==> src/rtl/ssp_cfg.svh <==
// register offsets, field positions, reset values and bits per exchange of the serial port
`ifndef SSP_CFG_SVH
`define SSP_CFG_SVH
// register indices (printed offsets are not multiples of four)
`define SSP_IDX_CTRL 8'hC3
`define SSP_IDX_STAT 8'hC4
`define SSP_IDX_DATA 8'hC5
`define SSP_IDX_IRQ_STAT 8'hC6
`define SSP_IDX_IRQ_MASK 8'hC7
// control field positions
`define SSP_CTL_RATE_HI 7
`define SSP_CTL_ENABLE 6
`define SSP_CTL_SELECT_INPUT_DISABLE 5
`define SSP_CTL_MASTER 4
`define SSP_CTL_CLOCK_POLARITY_BIT 3
`define SSP_CTL_CLOCK_PHASE_BIT 2
`define SSP_CTL_RATE_MID 1
`define SSP_CTL_RATE_LO 0
// status field positions
`define SSP_ST_DONE 7
`define SSP_ST_WRITE_COLLISION_FLAG 6
`define SSP_ST_SLAVE_SELECT_EARLY_FLAG 5
`define SSP_ST_MODE_FAULT_FLAG 4
// interrupt status positions
`define SSP_IRQ_DONE 0
`define SSP_IRQ_MODE_FAULT_FLAG 1
// reset values
`define SSP_CTRL_RST 8'h14
`define SSP_MASK_RST 8'h00
// bus answer to an unmapped index
`define SSP_UNMAPPED 32'h0000_0000
// bits per exchange
`define SSP_BITS 4'h8
`endif

==> src/rtl/ssp_pkg.sv <==
// types shared by the serial port design
package ssp_pkg;
   typedef struct packed {
      logic sck;
      logic mosi;
      logic miso;
      logic ss_n;
   } ssp_pins_t;
   typedef struct packed {
      logic sck;
      logic sck_oe;
      logic mosi;
      logic mosi_oe;
      logic miso;
      logic miso_oe;
   } ssp_drive_t;
   typedef enum logic [1:0] {
      SSP_IDLE,
      SSP_SHIFT,
      SSP_DONE
   } ssp_state_t;
endpackage

==> src/rtl/ssp_core.sv <==
// serial port status flags, data path, avalon slave and interrupt logic
//
// Summary of operation
// status bit 7 sets when byte done
// done flag zero during exchange, cleared by sequence
// status bit 6 flags a write collision
// slave: select released early sets bit 5
// bit 5 cleared only by disabling the port
// bit 4 flags select level wrong for role
// mode fault zero when select fine or cleared
// bits 3..0 reserved, software writes no ones
// reset clears done, collision, fault flags
// data write loads shift register directly
// data read returns receive buffer only
// no rate change during an exchange
// no phase, polarity, role change mid-exchange
// disabling mid-byte stops at once
// data write mid-exchange is ignored
// mid-exchange write: collision, no irq, continue
// collision cleared by status then data access
// fault cleared by status read then control write
// irq on done; fault irq only if select enabled
//
// Chosen here: the Avalon-MM slave port.
`timescale 1ns/1ps
`default_nettype none
`include "ssp_cfg.svh"

module ssp_core #(
   parameter int ADDR_W = 8
) (
   input wire logic clk,
   input wire logic rst,
   input wire logic [ADDR_W-1:0] avs_address,
   input wire logic avs_read,
   input wire logic avs_write,
   input wire logic [31:0] avs_writedata,
   input wire logic [3:0] avs_byteenable,
   output logic [31:0] avs_readdata,
   output logic avs_waitrequest,
   input wire ssp_pkg::ssp_pins_t pins_in,
   output ssp_pkg::ssp_drive_t pins_out,
   output logic irq
);
   import ssp_pkg::*;

   // ===========================================================
   // pin synchronisers
   // ===========================================================
   ssp_pins_t sync1_q;
   ssp_pins_t sync2_q;
   logic sck_prev_q;
   // two stages before anything reads a pin; reset to the idle line levels
   // so the edge finder sees no false clock edge right after reset
   always_ff @(posedge clk) begin
      if (rst) begin
         sync1_q <= '{sck: 1'b0, mosi: 1'b1, miso: 1'b1, ss_n: 1'b1};
         sync2_q <= '{sck: 1'b0, mosi: 1'b1, miso: 1'b1, ss_n: 1'b1};
         sck_prev_q <= 1'b0;
      end else begin
         sync1_q <= pins_in;
         sync2_q <= sync1_q;
         sck_prev_q <= sync2_q.sck;
      end
   end

   // ===========================================================
   // bus slave
   // ===========================================================
   logic ack_q;
   logic [7:0] ctrl_q;
   logic [7:0] mask_q;
   logic [1:0] irq_st_q;
   logic done_q, write_collision_flag_q, slave_select_early_flag_q, mode_fault_flag_q;
   logic [7:0] shift_q;
   logic [7:0] rxbuf_q;
   ssp_state_t state_q;
   logic [3:0] bitcnt_q;
   logic stat_seen_q, mode_fault_flag_seen_q;

   // one wait state per access, answer on the second edge
   wire logic req = (avs_read | avs_write) & ~ack_q;
   wire logic acc = (avs_read | avs_write) & ack_q;
   wire logic lane0 = avs_byteenable[0];
   wire logic wr = acc & avs_write & lane0;
   wire logic rd = acc & avs_read;
   wire logic hit_ctrl = avs_address == ADDR_W'(`SSP_IDX_CTRL);
   wire logic hit_stat = avs_address == ADDR_W'(`SSP_IDX_STAT);
   wire logic hit_data = avs_address == ADDR_W'(`SSP_IDX_DATA);
   wire logic hit_ist = avs_address == ADDR_W'(`SSP_IDX_IRQ_STAT);
   wire logic hit_msk = avs_address == ADDR_W'(`SSP_IDX_IRQ_MASK);
   wire logic enable = ctrl_q[`SSP_CTL_ENABLE];
   wire logic master = ctrl_q[`SSP_CTL_MASTER];
   wire logic select_input_disable = ctrl_q[`SSP_CTL_SELECT_INPUT_DISABLE];
   wire logic clock_polarity_bit = ctrl_q[`SSP_CTL_CLOCK_POLARITY_BIT];
   wire logic clock_phase_bit = ctrl_q[`SSP_CTL_CLOCK_PHASE_BIT];
   wire logic busy = state_q == SSP_SHIFT;

   always_ff @(posedge clk) begin
      if (rst) begin
         ack_q <= 1'b0;
      end else begin
         ack_q <= req;
      end
   end
   assign avs_waitrequest = ~ack_q;

   // read mux, registered at the request edge
   always_ff @(posedge clk) begin
      if (rst) begin
         avs_readdata <= 32'h0000_0000;
      end else if (req & avs_read) begin
         if (hit_ctrl) begin
            avs_readdata <= {24'h00_0000, ctrl_q};
         end else if (hit_stat) begin
            // reserved low bits read as zero
            avs_readdata <= {24'h00_0000, done_q, write_collision_flag_q, slave_select_early_flag_q, mode_fault_flag_q, 4'h0};
         end else if (hit_data) begin
            avs_readdata <= {24'h00_0000, rxbuf_q};
         end else if (hit_ist) begin
            avs_readdata <= {30'h0000_0000, irq_st_q};
         end else if (hit_msk) begin
            avs_readdata <= {24'h00_0000, mask_q};
         end else begin
            avs_readdata <= `SSP_UNMAPPED;
         end
      end
   end

   // control register; software keeps rate, phase, polarity, role steady mid-exchange
   always_ff @(posedge clk) begin
      if (rst) begin
         ctrl_q <= `SSP_CTRL_RST;
      end else if (wr & hit_ctrl) begin
         ctrl_q <= avs_writedata[7:0];
      end
   end

   always_ff @(posedge clk) begin
      if (rst) begin
         mask_q <= `SSP_MASK_RST;
      end else if (wr & hit_msk) begin
         mask_q <= avs_writedata[7:0];
      end
   end

   // ===========================================================
   // clock divider and link edges
   // ===========================================================
   logic [6:0] div_q;
   logic sck_q;
   wire logic [2:0] rate = {ctrl_q[`SSP_CTL_RATE_HI], ctrl_q[`SSP_CTL_RATE_MID],
                            ctrl_q[`SSP_CTL_RATE_LO]};
   // half period of the master clock, in clk cycles; code 7 is invalid, treated as slowest
   function automatic logic [6:0] half_period(input logic [2:0] r);
      half_period = (r == 3'h7) ? 7'h40 : 7'(7'h01 << r);
   endfunction
   wire logic tick = busy & master & (div_q == half_period(rate) - 7'h01);
   always_ff @(posedge clk) begin
      if (rst || !busy) begin
         div_q <= 7'h00;
      end else begin
         div_q <= tick ? 7'h00 : div_q + 7'h01;
      end
   end

   wire logic sck_rise = sync2_q.sck & ~sck_prev_q;
   wire logic sck_fall = ~sync2_q.sck & sck_prev_q;
   wire logic ss_act = ~sync2_q.ss_n;
   // slave: leading edge leaves idle level; master: own toggles
   wire logic lead_s = clock_polarity_bit ? sck_fall : sck_rise;
   wire logic trail_s = clock_polarity_bit ? sck_rise : sck_fall;
   wire logic lead_m = tick & (sck_q == clock_polarity_bit);
   wire logic trail_m = tick & (sck_q != clock_polarity_bit);
   wire logic lead = master ? lead_m : (lead_s & ss_act);
   wire logic trail = master ? trail_m : (trail_s & ss_act);
   // clock_phase_bit clear samples on the leading edge, set on the trailing edge
   wire logic sample = clock_phase_bit ? trail : lead;
   wire logic shift_out = clock_phase_bit ? lead : trail;
   wire logic rx_bit = master ? sync2_q.miso : sync2_q.mosi;
   wire logic last = bitcnt_q == (`SSP_BITS - 4'h1);
   wire logic data_wr = wr & hit_data;
   wire logic abort = ~enable;
   // slave with phase zero needs select; select release mid-byte is an error
   logic sample_seen_q;
   wire logic ss_early = ~master & busy & sync2_q.ss_n & (bitcnt_q != 4'h0 | sample_seen_q);
   logic finish;

   // ===========================================================
   // transfer state machine
   // ===========================================================
   always_ff @(posedge clk) begin
      if (rst) begin
         state_q <= SSP_IDLE;
         bitcnt_q <= 4'h0;
         sample_seen_q <= 1'b0;
      end else if (abort) begin
         state_q <= SSP_IDLE;
         bitcnt_q <= 4'h0;
         sample_seen_q <= 1'b0;
      end else begin
         case (state_q)
            SSP_IDLE: begin
               bitcnt_q <= 4'h0;
               sample_seen_q <= 1'b0;
               // master starts on a data write; slave on select low
               if ((master & data_wr) | (~master & ss_act)) begin
                  state_q <= SSP_SHIFT;
               end
            end
            SSP_SHIFT: begin
               if (ss_early) begin
                  state_q <= SSP_IDLE;
               end else if (sample) begin
                  sample_seen_q <= 1'b1;
                  if (last) begin
                     state_q <= SSP_DONE;
                  end
               end else if (shift_out) begin
                  bitcnt_q <= bitcnt_q + 4'h1;
                  sample_seen_q <= 1'b0;
               end
            end
            SSP_DONE: begin
               // slave waits for select release before the next byte
               if (master | sync2_q.ss_n) begin
                  state_q <= SSP_IDLE;
               end
            end
            default: state_q <= SSP_IDLE;
         endcase
      end
   end
   assign finish = busy & sample & last & ~ss_early & ~abort;

   // ===========================================================
   // shift register and receive buffer
   // ===========================================================
   always_ff @(posedge clk) begin
      if (rst) begin
         shift_q <= 8'h00;
         rxbuf_q <= 8'h00;
         sck_q <= 1'b0;
      end else begin
         if (data_wr & ~busy) begin
            shift_q <= avs_writedata[7:0];
         end else if (busy & sample) begin
            // mid-exchange data writes are ignored, the byte goes on
            shift_q <= {shift_q[6:0], rx_bit};
         end
         if (finish) begin
            rxbuf_q <= {shift_q[6:0], rx_bit};
         end
         sck_q <= (busy & master) ? (tick ? ~sck_q : sck_q) : clock_polarity_bit;
      end
   end

   // outgoing bit, moved only on the shifting edge: the shift register
   // moves on the sampling edge, and driving it straight out would change
   // the data line together with the clock edge that the peer samples on
   logic tx_bit_q;
   always_ff @(posedge clk) begin
      if (rst) begin
         tx_bit_q <= 1'b0;
      end else if (data_wr & ~busy) begin
         tx_bit_q <= avs_writedata[7];
      end else if (~busy | shift_out) begin
         // idle it shows the first bit of the loaded byte
         tx_bit_q <= shift_q[7];
      end
   end

   // pins driven from flops; master owns clock and mosi, slave owns miso while selected
   always_ff @(posedge clk) begin
      if (rst) begin
         pins_out <= '0;
      end else begin
         pins_out.sck <= sck_q;
         pins_out.sck_oe <= enable & master;
         pins_out.mosi <= tx_bit_q;
         pins_out.mosi_oe <= enable & master;
         pins_out.miso <= tx_bit_q;
         pins_out.miso_oe <= enable & ~master & ss_act;
      end
   end

   // ===========================================================
   // status flags
   // ===========================================================
   wire logic mode_fault_flag_cond = enable & ~select_input_disable & (master ? ss_act : 1'b0);
   wire logic collide = data_wr & busy;
   // clearing sequences: status access arms (a read, for the fault), then data access or control write clears
   always_ff @(posedge clk) begin
      if (rst) begin
         stat_seen_q <= 1'b0;
         mode_fault_flag_seen_q <= 1'b0;
      end else if (acc) begin
         stat_seen_q <= hit_stat ? 1'b1 : (hit_data ? 1'b0 : stat_seen_q);
         mode_fault_flag_seen_q <= (rd & hit_stat) ? mode_fault_flag_q : ((wr & hit_ctrl) ? 1'b0 : mode_fault_flag_seen_q);
      end
   end

   // set wins over clear on every flag except bit 5, where disabling wins
   always_ff @(posedge clk) begin
      if (rst) begin
         done_q <= 1'b0;
         write_collision_flag_q <= 1'b0;
         mode_fault_flag_q <= 1'b0;
         slave_select_early_flag_q <= 1'b0;
      end else begin
         if (finish) begin
            done_q <= 1'b1;
         end else if (busy | (acc & hit_data & stat_seen_q)) begin
            done_q <= 1'b0;
         end
         if (collide) begin
            write_collision_flag_q <= 1'b1;
         end else if (acc & hit_data & stat_seen_q) begin
            write_collision_flag_q <= 1'b0;
         end
         if (mode_fault_flag_cond) begin
            mode_fault_flag_q <= 1'b1;
         end else if (wr & hit_ctrl & mode_fault_flag_seen_q) begin
            mode_fault_flag_q <= 1'b0;
         end
         if (ss_early & ~abort) begin
            slave_select_early_flag_q <= 1'b1;
         end else if (abort) begin
            slave_select_early_flag_q <= 1'b0;
         end
      end
   end

   // ===========================================================
   // interrupts: sticky, write one to clear, masked onto irq
   // ===========================================================
   wire logic [1:0] ev = {mode_fault_flag_cond & ~mode_fault_flag_q & ~select_input_disable, finish};
   always_ff @(posedge clk) begin
      if (rst) begin
         irq_st_q <= 2'b00;
         irq <= 1'b0;
      end else begin
         irq_st_q <= ev | (irq_st_q & ~((wr & hit_ist) ? avs_writedata[1:0] : 2'b00));
         irq <= |(irq_st_q & mask_q[1:0]); // collision never reaches here
      end
   end
endmodule
`default_nettype wire

==> config.mk <==
export PLATFORM = sky130hd
export DESIGN_NAME = ssp_core
export DESIGN_NICKNAME = d
export VERILOG_FILES = /design/src/rtl/ssp_pkg.sv /design/src/rtl/ssp_core.sv
export VERILOG_INCLUDE_DIRS = /design/src /design/src/rtl
export SDC_FILE = /design/constraint.sdc
export NUM_CORES = 1
export LEC_CHECK = 0
export BUFFER_PORTS_ARGS = -buffer_cell sky130_fd_sc_hd__buf_2
export CORE_MARGIN = 2
export CORE_UTILIZATION = 50
export DETAILED_ROUTE_END_ITERATION = 8
export GPL_ROUTABILITY_DRIVEN = 0
export PLACE_DENSITY = 0.86
export SYNTH_ARGS = -nofsm -noshare
export SYNTH_HDL_FRONTEND = slang
export SYNTH_SLANG_ARGS = --single-unit
==> constraint.sdc <==
create_clock -name clk -period 3.2 [get_ports clk]
set_input_delay 0.48 -clock clk [delete_from_list [all_inputs] [get_ports clk]]
set_output_delay 0.48 -clock clk [all_outputs]
set_load 0.005 [all_outputs]
==> flow_metrics.env <==
export IMPL_startpoint="ctrl_q[0]"
export IMPL_clkLatencyLatePin_ns=0.36
export IMPL_rsz0062_at_grt="false"
export IMPL_path_clk_slew_ns=0.08
export IMPL_netlist_top_cell_by_area="dfxtp_1"
export IMPL_cts_made_buffers=9
export IMPL_grt_pass1_wl_microns=15400
export IMPL_worst_slew_pin_slew_ns=0.747
export IMPL_finalSetupViolCount=0
export IMPL_synth_top_area_share_pct=39.2
export IMPL_crit_arrival_ns=3.28
export IMPL_dr_pass1_iters=5
export IMPL_grt_max_degree=34
export IMPL_ys_flop_type="dfxtp_1"
export IMPL_tns_ns=0
export IMPL_final_min_clock_period_ns=3.01
export IMPL_grt_pass1_vias=3204
export IMPL_root_buffer="clkbuf_8"
export IMPL_cts_path_max_buffers=2
export IMPL_fmax_mhz=332
export IMPL_synth_area_sq_mm=0.00404
export IMPL_r2r_start="ctrl_q[0]"
export IMPL_htreeDepth=3
export IMPL_ios=92
export IMPL_hp_class="primary input to flip-flop"
export IMPL_crit_type="flip-flop to flip-flop"
export IMPL_required_ns=3.46
export IMPL_syn_inst=448
export IMPL_finalHoldViolCount=0
export IMPL_hp_start="pins_in[2]"
export IMPL_area_delta_synth_final_pct=11.1
export IMPL_timing_slew_headroom_pct=50.2
export IMPL_dr_first_iter_drc_count=271
export IMPL_port_buffers=40
export IMPL_synth_enable_flop_cells=0
export IMPL_hold_buffers=0
export IMPL_post_cts_resized=0
export IMPL_coreArea_sq_mm=0.00777
export IMPL_timing_hold_ws_ns=0.302
export IMPL_overflow=0
export IMPL_reg2reg_to="shift_q[1]"
export IMPL_cp_cell_sequence="or3_1 -> ha_1 -> and4bb_1 -> a31oi_1 -> a2111o_1 -> nor4_4 -> buf_4 -> nor4_1 -> a211oi_1"
export IMPL_cts_setup_buffers=0
export IMPL_antenna_found_initial=0
export IMPL_synth_async_reset_ratio_pct=0
export IMPL_drv_cap=0
export IMPL_drc=0
export IMPL_period_share_pct=94.2
export IMPL_via_count=3479
export IMPL_fin_util_pct=57.7
export IMPL_dp_cells=572
export IMPL_slowest_delay_ns=0.57
export IMPL_fp_dieW_microns=93.9
export IMPL_die_y_microns=93.9
export IMPL_crit_buf_inv=1
export IMPL_final_nets=537
export IMPL_yosys_top_cells_count="dfxtp_1 (79), nor2_1 (59), buf_4 (26), nand2_1 (26), mux2i_1 (22)"
export IMPL_synth_most_common_cell="dfxtp_1"
export IMPL_drv_slew=0
export IMPL_synth_seq_cells=79
export IMPL_ff2ff_path_depth=9
export IMPL_status="completed"
export IMPL_irDropWorstVdd_mv=0.239
export IMPL_synth_seq_area_share_pct=39.2
export IMPL_leakagePower_nw=1.73
export IMPL_stdcell_count=588
export IMPL_fill_cells=675
export IMPL_cts_sinks=79
export IMPL_ant_nets=0
export IMPL_tritoncts="built"
export IMPL_r2r_setup_slack_ns=0.19
export IMPL_initial_core_util_pct=52.0
export IMPL_avgViaCountPerCell=5.92
export IMPL_die_area_sq_mm=0.00881
export IMPL_synthTopCellsByArea="dfxtp_1 (39%), nor2_1 (5.5%), mux2i_1 (5.5%)"
export IMPL_wirelength_microns=9380
export IMPL_cp_max_fo=13
export IMPL_grt_total_usage_pct=22.0
export IMPL_synthDistinctLibCells=63
export IMPL_cp_top_family="simple AND/OR/NAND/NOR gates"
export IMPL_end_kind="flip-flop"
export IMPL_routedWlPerCell_microns=16.0
export IMPL_yosys_warnings=0
export IMPL_skew_ns=0.0113
export IMPL_critPathSlowestCell="a2111o_1"
export IMPL_hpwlAfterDp_microns=6670
export IMPL_antenna_cells=0
export IMPL_power_per_cell_area_mw_per_mm2=463
export IMPL_drive_above_1_share_pct=18.7
export IMPL_hold_path_cell_count=2
export IMPL_avgSynthCellArea_sq_um=9.01
export IMPL_num_rows=32
export IMPL_hold_path_end="sync1_q[2]"
export IMPL_critPathLaunchType="flip-flop"
-- how the worst max path moves through the flow --
stage,slack [ns],cells past startpoint,end
2_1_floorplan,0.39,9,rxbuf_q[1]
3_3_place_gp,0.34,9,shift_q[3]
3_5_place_dp,0.25,9,shift_q[2]
4_1_cts,0.20,9,shift_q[1]
5_1_grt,0.05,9,shift_q[2]
6_report,0.19,9,shift_q[1]
-- worst reg2reg max path: stages (launching register included) --
cell and delay, ns:
dfxtp_1 0.39, or3_1 0.38, ha_1 0.30, and4bb_1 0.28, a31oi_1 0.04, a2111o_1 0.57, nor4_4 0.42, buf_4 0.27
nor4_1 0.07, a211oi_1 0.22
-- through the flow --
step | power [mW] | setup slack [ns] | area [sq um]
global placement | 1.11 | 0.340 | 4210
detailed placement | 1.11 | 0.246 | 4210
finish | 2.08 | 0.185 | 4480
global route | 2.14 | 0.0536 | 4480
CTS | 2.08 | 0.202 | 4480
floorplan | 1.09 | 0.389 | 4120
-- power breakdown --
group	internal, mW	total [mW]	switching [mW]
Combinational	0.0310	0.0905	0.0596
Clock	0.620	0.986	0.366
Sequential	0.992	0.999	0.00620
-- metal layers --
layer / routed length (microns) / vias to the layer above / global-route usage (%)
met5: 0 / - / 0
met4: 187 / 0 / 9.90
met3: 795 / 18 / 5.30
met2: 4530 / 176 / 35.5
met1: 3870 / 1652 / 27.7
li1: - / 1633 / -
-- layout make-up --
cell class | count | area [sq um] | share of cell area (%)
Multi-Input combinational cell | 334 | 2210 | 49.3
Clock inverter | 5 | 129 | 2.87
Inverter | 9 | 33.8 | 0.753
Clock buffer | 11 | 141 | 3.15
Timing Repair Buffer | 48 | 260 | 5.80
Tap cell | 102 | 128 | 2.85
Sequential cell | 79 | 1580 | 35.3
-- flip-flops by register name, summed over array words and instances, names as in the netlist, 2 cells and up --
register      flops
bitcnt_q          4
avs_readdata      8
pins_out          4
sync2_q           4
state_q           2
irq_st_q          2
shift_q           8
div_q             7
mask_q            8
rxbuf_q           8
ctrl_q            8
sync1_q           4
-- cells in the final DEF, fill, tap and decap left out, types with 6 or more instances in the layout --
master and instances:
a211oi_1 8, a21oi_1 20, a22o_1 7, a22oi_1 8
buf_2 40, buf_4 8, clkbuf_8 10, conb_1 24
dfxtp_1 79, inv_1 9, mux2_2 11, mux2i_1 22
nand2_1 26, nand2b_1 8, nand3_1 13, nand4_1 7
nor2_1 59, nor2b_1 9, nor3_1 7, nor4_1 9
o21ai_0 10, o221ai_1 8, or2_2 6, xnor2_1 9
-- cells by family (layout without fill, tap and decap cells) --
kind of cell / Yosys count / in the layout / synth area share, %
buffers and inverters: 58 / 73 / 8.21
other: 1 / 24 / 0.0929
and+or+nand+nor: 170 / 170 / 22.7
AOI/OAI and AO/OA: 92 / 92 / 17.7
xor gates and xnor gates: 11 / 11 / 2.39
muxes: 33 / 33 / 8.52
DFF: 79 / 79 / 39.2
adders and majority gates: 4 / 4 / 1.24
Note: power is estimated with default switching activity, not from simulation.
